<file path="config.mk">
export PLATFORM = sky130hd
export DESIGN_NAME = prf_top
export DESIGN_NICKNAME = d
export VERILOG_FILES = /design/src/pkg/prf_pkg.sv /design/src/pkg/prf_decide_if.sv /design/src/core/prf_top.sv /design/src/core/prf_decide.sv
export SDC_FILE = /design/constraint.sdc
export NUM_CORES = 1
export LEC_CHECK = 0
export ABC_AREA = 1
export BUFFER_PORTS_ARGS = -buffer_cell sky130_fd_sc_hd__buf_2
export CORE_UTILIZATION = 48
export DETAILED_ROUTE_END_ITERATION = 16
export GPL_ROUTABILITY_DRIVEN = 0
export PLACE_DENSITY = 0.81
export SETUP_SLACK_MARGIN = 0.02
export SLEW_MARGIN = 20
export SYNTH_ARGS = -nofsm -noshare
export SYNTH_HDL_FRONTEND = slang
export SYNTH_HIERARCHICAL = 1
export SYNTH_SLANG_ARGS = --single-unit
export TNS_END_PERCENT = 5
</file>
<file path="constraint.sdc">
create_clock -name clock -period 1.5 [get_ports clock]
set_input_delay 0.075 -clock clock [delete_from_list [all_inputs] [get_ports clock]]
set_output_delay 0.075 -clock clock [all_outputs]
set_load 0.05 [all_outputs]
</file>
<file path="src/pkg/prf_pkg.sv">
// constants, types and helpers of the read prefetch control block
// assumes an apb slave with 32-bit data and byte addresses
package prf_pkg;
   // register byte addresses
   localparam logic [11:0] PRF_OFS_HEADER = 12'h03C;
   localparam logic [11:0] PRF_OFS_BUFCTL = 12'h040;
   // header word fields
   localparam int PRF_IRQ_LINE_LSB = 0;
   localparam int PRF_IRQ_PIN_LSB = 8;
   localparam int PRF_MIN_GNT_LSB = 16;
   localparam int PRF_MAX_LAT_LSB = 24;
   localparam logic [7:0] PRF_IRQ_LINE_RST = 8'h00;
   localparam logic [7:0] PRF_IRQ_PIN_VAL = 8'h01;
   localparam logic [7:0] PRF_MIN_GNT_VAL = 8'h00;
   localparam logic [7:0] PRF_MAX_LAT_VAL = 8'h00;
   // buffering control fields
   localparam int PRF_PARK_BIT = 0;
   localparam int PRF_DYN_DIS_BIT = 1;
   localparam int PRF_PRED_DIS_BIT = 2;
   localparam int PRF_RM_LSB = 4;
   localparam int PRF_RL_LSB = 6;
   localparam int PRF_BC_LSB = 12;
   localparam logic [15:0] PRF_BUFCTL_WMASK = 16'h70F7;
   localparam logic [15:0] PRF_BUFCTL_RST = 16'h0020;
   // transfer sizes in bytes
   localparam logic [12:0] PRF_LINE_BYTES = 13'h0020;
   // prefetch mode codes
   typedef enum logic [1:0] {
      PRF_ONE_LINE = 2'b00,
      PRF_FULL_KEEP_ONE = 2'b01,
      PRF_FULL = 2'b10,
      PRF_FULL_KEEP_ALL = 2'b11
   } prf_mode_type;
   // pci memory read commands
   typedef enum logic [1:0] {
      PRF_CMD_MR = 2'b00,
      PRF_CMD_MRL = 2'b01,
      PRF_CMD_MRM = 2'b10
   } prf_cmd_type;
   // maximum read request byte count from its code
   function automatic logic [12:0] prf_max_bytes(input logic [2:0] code);
      case (code)
         3'h1: prf_max_bytes = 13'h0080;
         3'h2: prf_max_bytes = 13'h0100;
         3'h4: prf_max_bytes = 13'h0400;
         3'h5: prf_max_bytes = 13'h0800;
         3'h6: prf_max_bytes = 13'h1000;
         default: prf_max_bytes = 13'h0200;
      endcase
   endfunction
endpackage

</file>
<file path="src/pkg/prf_decide_if.sv">
// signals between the control core and its prefetch policy decoder
// assumes both ends share the bridge clock
`timescale 1ns/1ns
interface prf_decide_if;
   logic [1:0] cmd; // pci read command
   logic prefetchable; // address in prefetchable range
   logic [12:0] req_bytes; // bytes the master asked for
   logic [1:0] rm_mode; // read multiple mode
   logic [1:0] rl_mode; // read line mode
   logic [2:0] bc_code; // maximum byte count code
   logic full; // full prefetch chosen
   logic [12:0] bytes; // size of the upstream request
   logic keep_master; // keep leftovers on master stop
   logic keep_bridge; // keep leftovers on bridge stop
   modport core (output cmd, prefetchable, req_bytes, rm_mode, rl_mode, bc_code,
      input full, bytes, keep_master, keep_bridge);
   modport decide (input cmd, prefetchable, req_bytes, rm_mode, rl_mode, bc_code,
      output full, bytes, keep_master, keep_bridge);
endinterface

</file>
<file path="src/core/prf_top.sv">
// pci read prefetch and buffering control with apb registers
// How it works
// - interrupt pin reads 01h always
// - pin field bits 15:8, read-only
// - minimum grant bits 23:16, read-only zero
// - maximum latency bits 31:24, read-only zero
// - park bit picks last master or bridge
// - bit disables dynamic prefetch control
// - completion prediction on while bit is 0
// - read multiple mode 00: one line
// - mode 01: full, keep after bridge stop
// - mode 10: full prefetch, reset value
// - mode 11: full, keep after any stop
// - read line mode 00: one line, reset
// - mode 01: full, keep after master stop
// - read line mode 10: full prefetch
// - mode 11: full, keep after any stop
// - full prefetch sized by byte count code
// assumes synchronous inputs, one apb master, pulses one cycle long
// assumes the stop and expiry pulses come from the pci side of the bridge
// assumes the header word is the same in forward and reverse operation
// assumes one pci read at a time is open; a new read replaces the old one
`timescale 1ns/1ns
module prf_top
   import prf_pkg::*;
(
   input wire logic clock,
   input wire logic reset,
   input wire logic psel,
   input wire logic penable,
   input wire logic pwrite,
   input wire logic [11:0] paddr,
   input wire logic [31:0] pwdata,
   output logic [31:0] prdata,
   output logic pready,
   output logic pslverr,
   input wire logic req_valid,
   input wire logic [1:0] req_cmd,
   input wire logic req_prefetchable,
   input wire logic [12:0] req_bytes,
   input wire logic term_by_master,
   input wire logic term_by_bridge,
   input wire logic discard_expired,
   output logic fetch_valid,
   output logic fetch_full,
   output logic [12:0] fetch_bytes,
   output logic retain_data,
   output logic park_on_bridge,
   output logic dyn_prefetch_en,
   output logic cmpl_predict_en
);
   // register storage and bus decode
   logic [7:0] irq_line; // software scratch for interrupt routing
   logic [15:0] bufctl; // buffering control word
   logic [15:0] next_bufctl; // write-merged control word
   logic setup; // apb setup cycle
   logic wr_take; // write accepted this edge
   logic hit; // address maps to a register
   logic [31:0] rd_word; // read mux
   logic keep_master; // current read keeps on master stop
   logic keep_bridge; // current read keeps on bridge stop
   logic in_read; // a prefetch read is open
   logic keep_now; // stop that keeps leftovers
   // carrier of one read's policy between core and decoder
   prf_decide_if dif ();

   // policy decoder
   // purely combinational; every result it gives is registered below
   prf_decide u_decide (
      .dif(dif)
   );

   // decoder inputs
   assign dif.cmd = req_cmd;
   assign dif.prefetchable = req_prefetchable;
   assign dif.req_bytes = req_bytes;
   assign dif.rm_mode = bufctl[PRF_RM_LSB +: 2];
   assign dif.rl_mode = bufctl[PRF_RL_LSB +: 2];
   assign dif.bc_code = bufctl[PRF_BC_LSB +: 3];

   // bus phase decode
   // no wait states: pready rises at the edge after the setup cycle
   assign setup = psel & ~penable;
   assign wr_take = psel & penable & pready & pwrite;
   assign hit = (paddr == PRF_OFS_HEADER) || (paddr == PRF_OFS_BUFCTL);
   assign next_bufctl = (bufctl & ~PRF_BUFCTL_WMASK) | (pwdata[15:0] & PRF_BUFCTL_WMASK);

   // read mux; header fields other than the interrupt line are constants in both bridge modes
   // only the interrupt line needs storage; the other header fields are wired
   always_comb begin
      rd_word = 32'h0000_0000;
      if (paddr == PRF_OFS_HEADER) begin
         rd_word[PRF_IRQ_LINE_LSB +: 8] = irq_line;
         rd_word[PRF_IRQ_PIN_LSB +: 8] = PRF_IRQ_PIN_VAL;
         rd_word[PRF_MIN_GNT_LSB +: 8] = PRF_MIN_GNT_VAL;
         rd_word[PRF_MAX_LAT_LSB +: 8] = PRF_MAX_LAT_VAL;
      end else if (paddr == PRF_OFS_BUFCTL) begin
         rd_word[15:0] = bufctl;
      end
   end

   // apb answer: one access cycle, data captured in setup
   // latching in setup leaves the access cycle free of any address decode
   always_ff @(posedge clock) begin
      if (reset) begin
         pready <= 1'b0;
         pslverr <= 1'b0;
         prdata <= 32'h0000_0000;
      end else begin
         pready <= setup;
         pslverr <= setup & ~hit;
         if (setup) begin
            prdata <= pwrite ? 32'h0000_0000 : rd_word;
         end
      end
   end

   // writable registers; read-only header fields ignore writes
   // a write lands only at the access edge, never in the setup cycle
   always_ff @(posedge clock) begin
      if (reset) begin
         irq_line <= PRF_IRQ_LINE_RST;
         bufctl <= PRF_BUFCTL_RST;
      end else if (wr_take) begin
         if (paddr == PRF_OFS_HEADER) begin
            irq_line <= pwdata[PRF_IRQ_LINE_LSB +: 8];
         end else if (paddr == PRF_OFS_BUFCTL) begin
            bufctl <= next_bufctl;
         end
      end
   end

   // control levels driven from the control word
   // registered again so that each output starts at a flip-flop
   always_ff @(posedge clock) begin
      if (reset) begin
         park_on_bridge <= 1'b0;
         dyn_prefetch_en <= 1'b1;
         cmpl_predict_en <= 1'b1;
      end else begin
         park_on_bridge <= bufctl[PRF_PARK_BIT];
         dyn_prefetch_en <= ~bufctl[PRF_DYN_DIS_BIT];
         cmpl_predict_en <= ~bufctl[PRF_PRED_DIS_BIT];
      end
   end

   // upstream request issue, one cycle after the pci read
   // size and kind hold until the next read; only the valid strobe pulses
   always_ff @(posedge clock) begin
      if (reset) begin
         fetch_valid <= 1'b0;
         fetch_full <= 1'b0;
         fetch_bytes <= 13'h0000;
      end else begin
         fetch_valid <= req_valid;
         if (req_valid) begin
            fetch_full <= dif.full;
            fetch_bytes <= dif.bytes;
         end
      end
   end

   // leftover policy of the read in progress
   // a new read wins over a stop in the same cycle and opens a fresh read
   always_ff @(posedge clock) begin
      if (reset) begin
         in_read <= 1'b0;
         keep_master <= 1'b0;
         keep_bridge <= 1'b0;
      end else if (req_valid) begin
         in_read <= 1'b1;
         keep_master <= dif.keep_master;
         keep_bridge <= dif.keep_bridge;
      end else if (term_by_master | term_by_bridge) begin
         in_read <= 1'b0;
      end
   end

   // stop that must keep leftovers, per mode
   assign keep_now = in_read & ((term_by_master & keep_master) | (term_by_bridge & keep_bridge));

   // kept data flag; a new keep wins over a same-cycle expiry
   // a new read also drops kept data, as it needs fresh data anyway
   always_ff @(posedge clock) begin
      if (reset) begin
         retain_data <= 1'b0;
      end else if (keep_now) begin
         retain_data <= 1'b1;
      end else if (discard_expired | req_valid) begin
         retain_data <= 1'b0;
      end
   end
endmodule

</file>
<file path="src/core/prf_decide.sv">
// prefetch policy decoder: chooses size and leftover handling of a read
// assumes the core registers whatever it takes from here
`timescale 1ns/1ns
module prf_decide
   import prf_pkg::*;
(
   prf_decide_if.decide dif
);
   // policy from command, range and modes
   always_comb begin
      dif.full = 1'b0;
      dif.keep_master = 1'b0;
      dif.keep_bridge = 1'b0;
      dif.bytes = dif.req_bytes;
      // outside a prefetchable range only the asked data is fetched
      if (dif.prefetchable) begin
         case (dif.cmd)
            PRF_CMD_MRM: begin
               case (dif.rm_mode)
                  PRF_ONE_LINE: dif.bytes = PRF_LINE_BYTES;
                  PRF_FULL_KEEP_ONE: begin
                     dif.full = 1'b1;
                     dif.keep_bridge = 1'b1;
                  end
                  PRF_FULL: dif.full = 1'b1;
                  default: begin
                     dif.full = 1'b1;
                     dif.keep_master = 1'b1;
                     dif.keep_bridge = 1'b1;
                  end
               endcase
            end
            PRF_CMD_MRL: begin
               case (dif.rl_mode)
                  PRF_ONE_LINE: dif.bytes = PRF_LINE_BYTES;
                  PRF_FULL_KEEP_ONE: begin
                     dif.full = 1'b1;
                     dif.keep_master = 1'b1;
                  end
                  PRF_FULL: dif.full = 1'b1;
                  default: begin
                     dif.full = 1'b1;
                     dif.keep_master = 1'b1;
                     dif.keep_bridge = 1'b1;
                  end
               endcase
            end
            default: dif.bytes = dif.req_bytes;
         endcase
         // full prefetch is sized by the byte count code
         if (dif.full) begin
            dif.bytes = prf_max_bytes(dif.bc_code);
         end
      end
   end
endmodule

</file>
# Yosys cells after proc, flatten, opt, wreduce, memory -nomap -nowiden
# Cells that the tools add are included.
# classes
eq_ne,13
mux,26
bitwise_logic,17
reduce_logical,11
# ops
cell,n
$pmux W13 S5,1
$mux W13,4
$mux W16,3
$pmux W13 S2,1
$or A16 B15 Y16,1
$mux W1,14
$eq A12 B6 Y1 const B,1
$eq A12 B7 Y1 const B,1
$eq A3 B3 Y1 const B,3
$and A1 B1 Y1,8
$eq A2 B1 Y1 const B,3
$eq A2 B2 Y1 const B,3
$pmux W1 S2,3
$reduce_or A3 Y1,2
$not A1 Y1,5
$logic_not A2 Y1,2
$reduce_bool A2 Y1,2
$reduce_or A2 Y1,2
$eq A3 B1 Y1 const B,1
$eq A3 B2 Y1 const B,1
$or A1 B1 Y1,3
$reduce_and A3 Y1,1
$reduce_and A2 Y1,1
$logic_or A1 B1 Y1,1
# totals
register_bits,80
out_inout_bits,53

# Depth between registers and ports, before layout
# logic_depth
depth_word,6
depth_mapped,10

# By module
# The synthesis kept the hierarchy.
# modules_own_cells
mod,instances,cells_per_inst,area_each_um2,seq_area_each_um2
prf_top,1,332,2394.8,1101.1
prf_decide,1,89,475.5,0.0

# Worst setup path before layout
# Ideal clock, no wire load.
# synth_path
kind,reg2reg
start,register pready
end,register irq_line[1]
arrival_time_ns,1.329
required_time_ns,1.387
setup_slack_ns,0.058
path_stages_with_launch,7
path_buffers,1
cell_sequence,dfxtp_1 nand3_2 nor2_4 nand3_2 buf_6 nor2_1 nor2_1
# synth_via
elab_chain_len,3
# synth_rtl
element,line,rtl
from (decl),prf_top.sv:35,"output logic pready,"
from (signal assigned),prf_top.sv:110,pready <= setup;
$and A1 B1 Y1 (2 in series),prf_top.sv:84,assign wr_take = psel & penable & pready & pwrite;
$reduce_and A2 Y1 (no line),n/a,
to (signal assigned),prf_top.sv:126,irq_line <= pwdata[PRF_IRQ_LINE_LSB +: 8];
to (decl),prf_top.sv:53,logic [7:0] irq_line;
# No other way between the ends.
# A chain may end at the register's enable or synchronous reset.

# Worst setup path after layout
# layout_path
start,register bufctl[5]
end,register fetch_bytes[7]
# layout_via
elab_chain_len,6
word_cells_on_any_way,8
# layout_rtl
element,line,rtl
from (decl),prf_top.sv:54,logic [15:0] bufctl;
from (signal assigned),prf_top.sv:128,bufctl <= next_bufctl;
$logic_not A2 Y1 *,prf_decide.sv:19,case (dif.rm_mode)
$mux W1,prf_decide.sv:19,
$pmux W1 S2,prf_decide.sv:17,case (dif.cmd)
$mux W1,prf_decide.sv:16,if (dif.prefetchable) begin
$mux W13 *,prf_decide.sv:51,if (dif.full) begin
$mux W13 *,prf_decide.sv:16,
via dif.bytes[7],prf_decide_if.sv:12,logic [12:0] bytes;
to (signal assigned),prf_top.sv:158,fetch_bytes <= dif.bytes;
to (decl),prf_top.sv:46,"output logic [12:0] fetch_bytes,"
# The timed path passes the listed nets; every way through them passes the cells marked *. The select of a mux whose other input is x is not followed.

==> impl_metrics.env <==
export IMPL_die_h_um=79.3
export IMPL_crit_fanout=6
export IMPL_max_clock_freq_mhz=760
export IMPL_num_vias=2729
export IMPL_yosysUniqueCellTypes=32
export IMPL_min_from="pwdata[6]"
export IMPL_cts_tree="yes"
export IMPL_synth_flop_cell="dfxtp_1"
export IMPL_routedWlPerCell_um=11.2
export IMPL_dp_hpwl_mm=4.80
export IMPL_ant_nets=0
export IMPL_finClkSkew_ns=0.0114
export IMPL_regArea_um2=1100
export IMPL_ir_drop_v=0.000491
export IMPL_drtIter0Drc=122
export IMPL_num_antenna_cells=0
export IMPL_fin_crit_sh_pct=87.7
export IMPL_fp_dieW_um=79.3
export IMPL_synthTopCellsByArea="dfxtp_1 (38%), nor2_1 (13%), nand2_1 (9.8%)"
export IMPL_wl_met3_um=299
export IMPL_slowest_delay_ns=0.37
export IMPL_slew_headroom_pct=61.3
export IMPL_pin_count=122
export IMPL_outcome="finished, final reports clean"
export IMPL_critPathCaptureType="flop"
export IMPL_synth_edf_count=0
export IMPL_synth_top_area_share_pct=38.4
export IMPL_critPathKind="reg2reg"
export IMPL_clk_pin_slew_ns=0.10
export IMPL_multiInputGateArea_um2=1390
export IMPL_ys_top_cells_by_count="nor2_1 (96), nand2_1 (75), dfxtp_1 (55)"
export IMPL_initial_core_util_pct=50.9
export IMPL_async_reset_ff_share_pct=0
export IMPL_startpoint_type="flop"
export IMPL_cts_buffers=5
export IMPL_drv_cap=0
export IMPL_wirelength_mm=6.44
export IMPL_wl_met1_mm=2.92
export IMPL_place_area_um2=3260
export IMPL_yosysMostFrequentCell="nor2_1"
export IMPL_grt_util_all_layers_pct=21.6
export IMPL_rows=27
export IMPL_crit_path_top_delay_cell="dfxtp_1"
export IMPL_critPathLaunch="bufctl[5]"
export IMPL_tightest_slew_ns=0.580
export IMPL_arrival_ns=1.53
export IMPL_crit_path_frequent_cell="nor2_1"
export IMPL_postSynthAreaPerCell_um2=6.82
export IMPL_met2_wirelength_mm=3.15
export IMPL_final_cell_area_um2=3370
export IMPL_rsz0062_at_grt="false"
export IMPL_top_layer_used="met4"
export IMPL_required_ns=1.71
export IMPL_ys_seq_area_share_pct=38.4
export IMPL_cts_root_buf="clkbuf_8"
export IMPL_clockBufferDepth=2
export IMPL_yosys_warnings=6
export IMPL_htreeDepth=2
export IMPL_grt_pass1_wl_mm=10.8
export IMPL_clock_latency_ns=0.31
export IMPL_finalNonFillerCells=574
export IMPL_cellPowerDensity_nw_per_um2=853
export IMPL_io_buffer_count=84
export IMPL_grt_max_degree=37
export IMPL_place_ws_ns=0.0707
export IMPL_synth_ff_latch_count=55
export IMPL_num_fill_cells=544
export IMPL_setup_ws_ns=0.184
export IMPL_power_leakage_nw=1.77
export IMPL_hp_class="in2reg"
export IMPL_hold_viol=0
export IMPL_final_nets=573
export IMPL_drcViolationCount=0
export IMPL_drt_first_pass_iters=4
export IMPL_drive_above_1_share_pct=26.5
export IMPL_core_um2=5640
export IMPL_setup_viol_count_final=0
export IMPL_slew_violations=0
export IMPL_first_global_vias=2516
export IMPL_utilization_pct=59.7
export IMPL_antenna_found_initial=0
export IMPL_die_area_um2=6290
export IMPL_syn2layout_area_growth_pct=17.4
export IMPL_netlist_area_um2=2870
export IMPL_synth_top_area_cell="dfxtp_1"
export IMPL_setup_tns_ns=0
export IMPL_cp_cell_sequence="o21ai_2 -> nand2_4 -> nand2_4 -> inv_4 -> nor2_1 -> nor2_2 -> nor2_1 -> nor2_1"
export IMPL_via_per_inst=4.75
export IMPL_clkSinkCount=55
export IMPL_grt_ovfl_total=0
export IMPL_r2r_start="bufctl[5]"
export IMPL_postSynthCellCount=421
export IMPL_dp_cells=564
export IMPL_period_minus_slack_ns=1.32
[sequential cells by signal, summed over array words and instances, names as in the netlist, 8 cells and up]
| name | count |
|---|---|
| prdata | 13 |
| fetch_bytes | 13 |
| irq_line | 8 |
| bufctl | 10 |
[critical path, delay by kind of cell (launching register included)]
kind,cells,cell delay [ns]
and+or+nand+nor,6,0.57
DFF,1,0.37
AOI/OAI and AO/OA,1,0.22
buffers and inverters,1,0.05
[layout make-up]
type | instances | area share [%]
clock inverter | 3 | 0.594
tap | 72 | 2.67
multi-input combinational | 295 | 41.2
clock buffer | 5 | 2.04
timing repair buffer | 92 | 14.8
sequential | 55 | 32.7
inverter | 52 | 6.01
[layout by cell type (no fill, tap or decap), drive strengths merged, types with 2 or more instances in the layout]
master,n
a21oi,17
buf,90
clkbuf,5
clkinv,4
clkinvlp,2
conb,16
dfxtp,55
dlygate4sd3,2
ha,3
inv,49
nand2,88
nand3,25
nand3b,2
nand4,14
nor2,108
o21ai,18
[path summary, 6_finish.rpt]
| check | end | slack (ns) | depth (start not counted) |
|---|---|---|---|
| worst min register to register | dyn_prefetch_en | 0.40 | 1 |
| worst min-delay path | irq_line[6] | 0.02 | 3 |
| worst max register to register | fetch_bytes[7] | 0.18 | 8 |
| worst max-delay path | fetch_bytes[7] | 0.18 | 8 |
[power by group]
part	internal, mW	switching (mW)	total [mW]
Sequential	1.50	0.0142	1.51
Combinational	0.148	0.399	0.548
Clock	0.326	0.493	0.819
Total	1.97	0.906	2.88
[metal layers]
metal / vias up / global-route usage [%]
met5: - / 0
met2: 72 / 38.7
met1: 1227 / 26.5
li1: 1423 / -
met3: 7 / 3.45
met4: 0 / 5.82
[stage by stage]
step                hold slack (ns)  power, mW
floorplan                     0.200       1.97
global placement              0.299       2.08
finish                       0.0184       2.88
CTS                          0.0156       2.89
global route                 0.0156       3.00
detailed placement            0.309       2.09
[logic make-up (layout without fill, tap and decap cells)]
kind of cell             after synthesis  after routing  synth area share, %
flip-flops                            55             55                 38.4
adder cells (fa/ha/maj)                3              3                 1.31
other                                  1             16                0.131
AO/OA/AOI/OAI                         38             38                 6.93
AND/OR/NAND/NOR                      238            238                 38.1
buffers and inverters                 86            152                 15.2
[timing repair]
item                      CTS  global route
hold buffers                2             0
buffers inserted            0             0
resized for setup           0             0
hold endpoints to repair    2             0
Power figures use the tool's default switching activity.
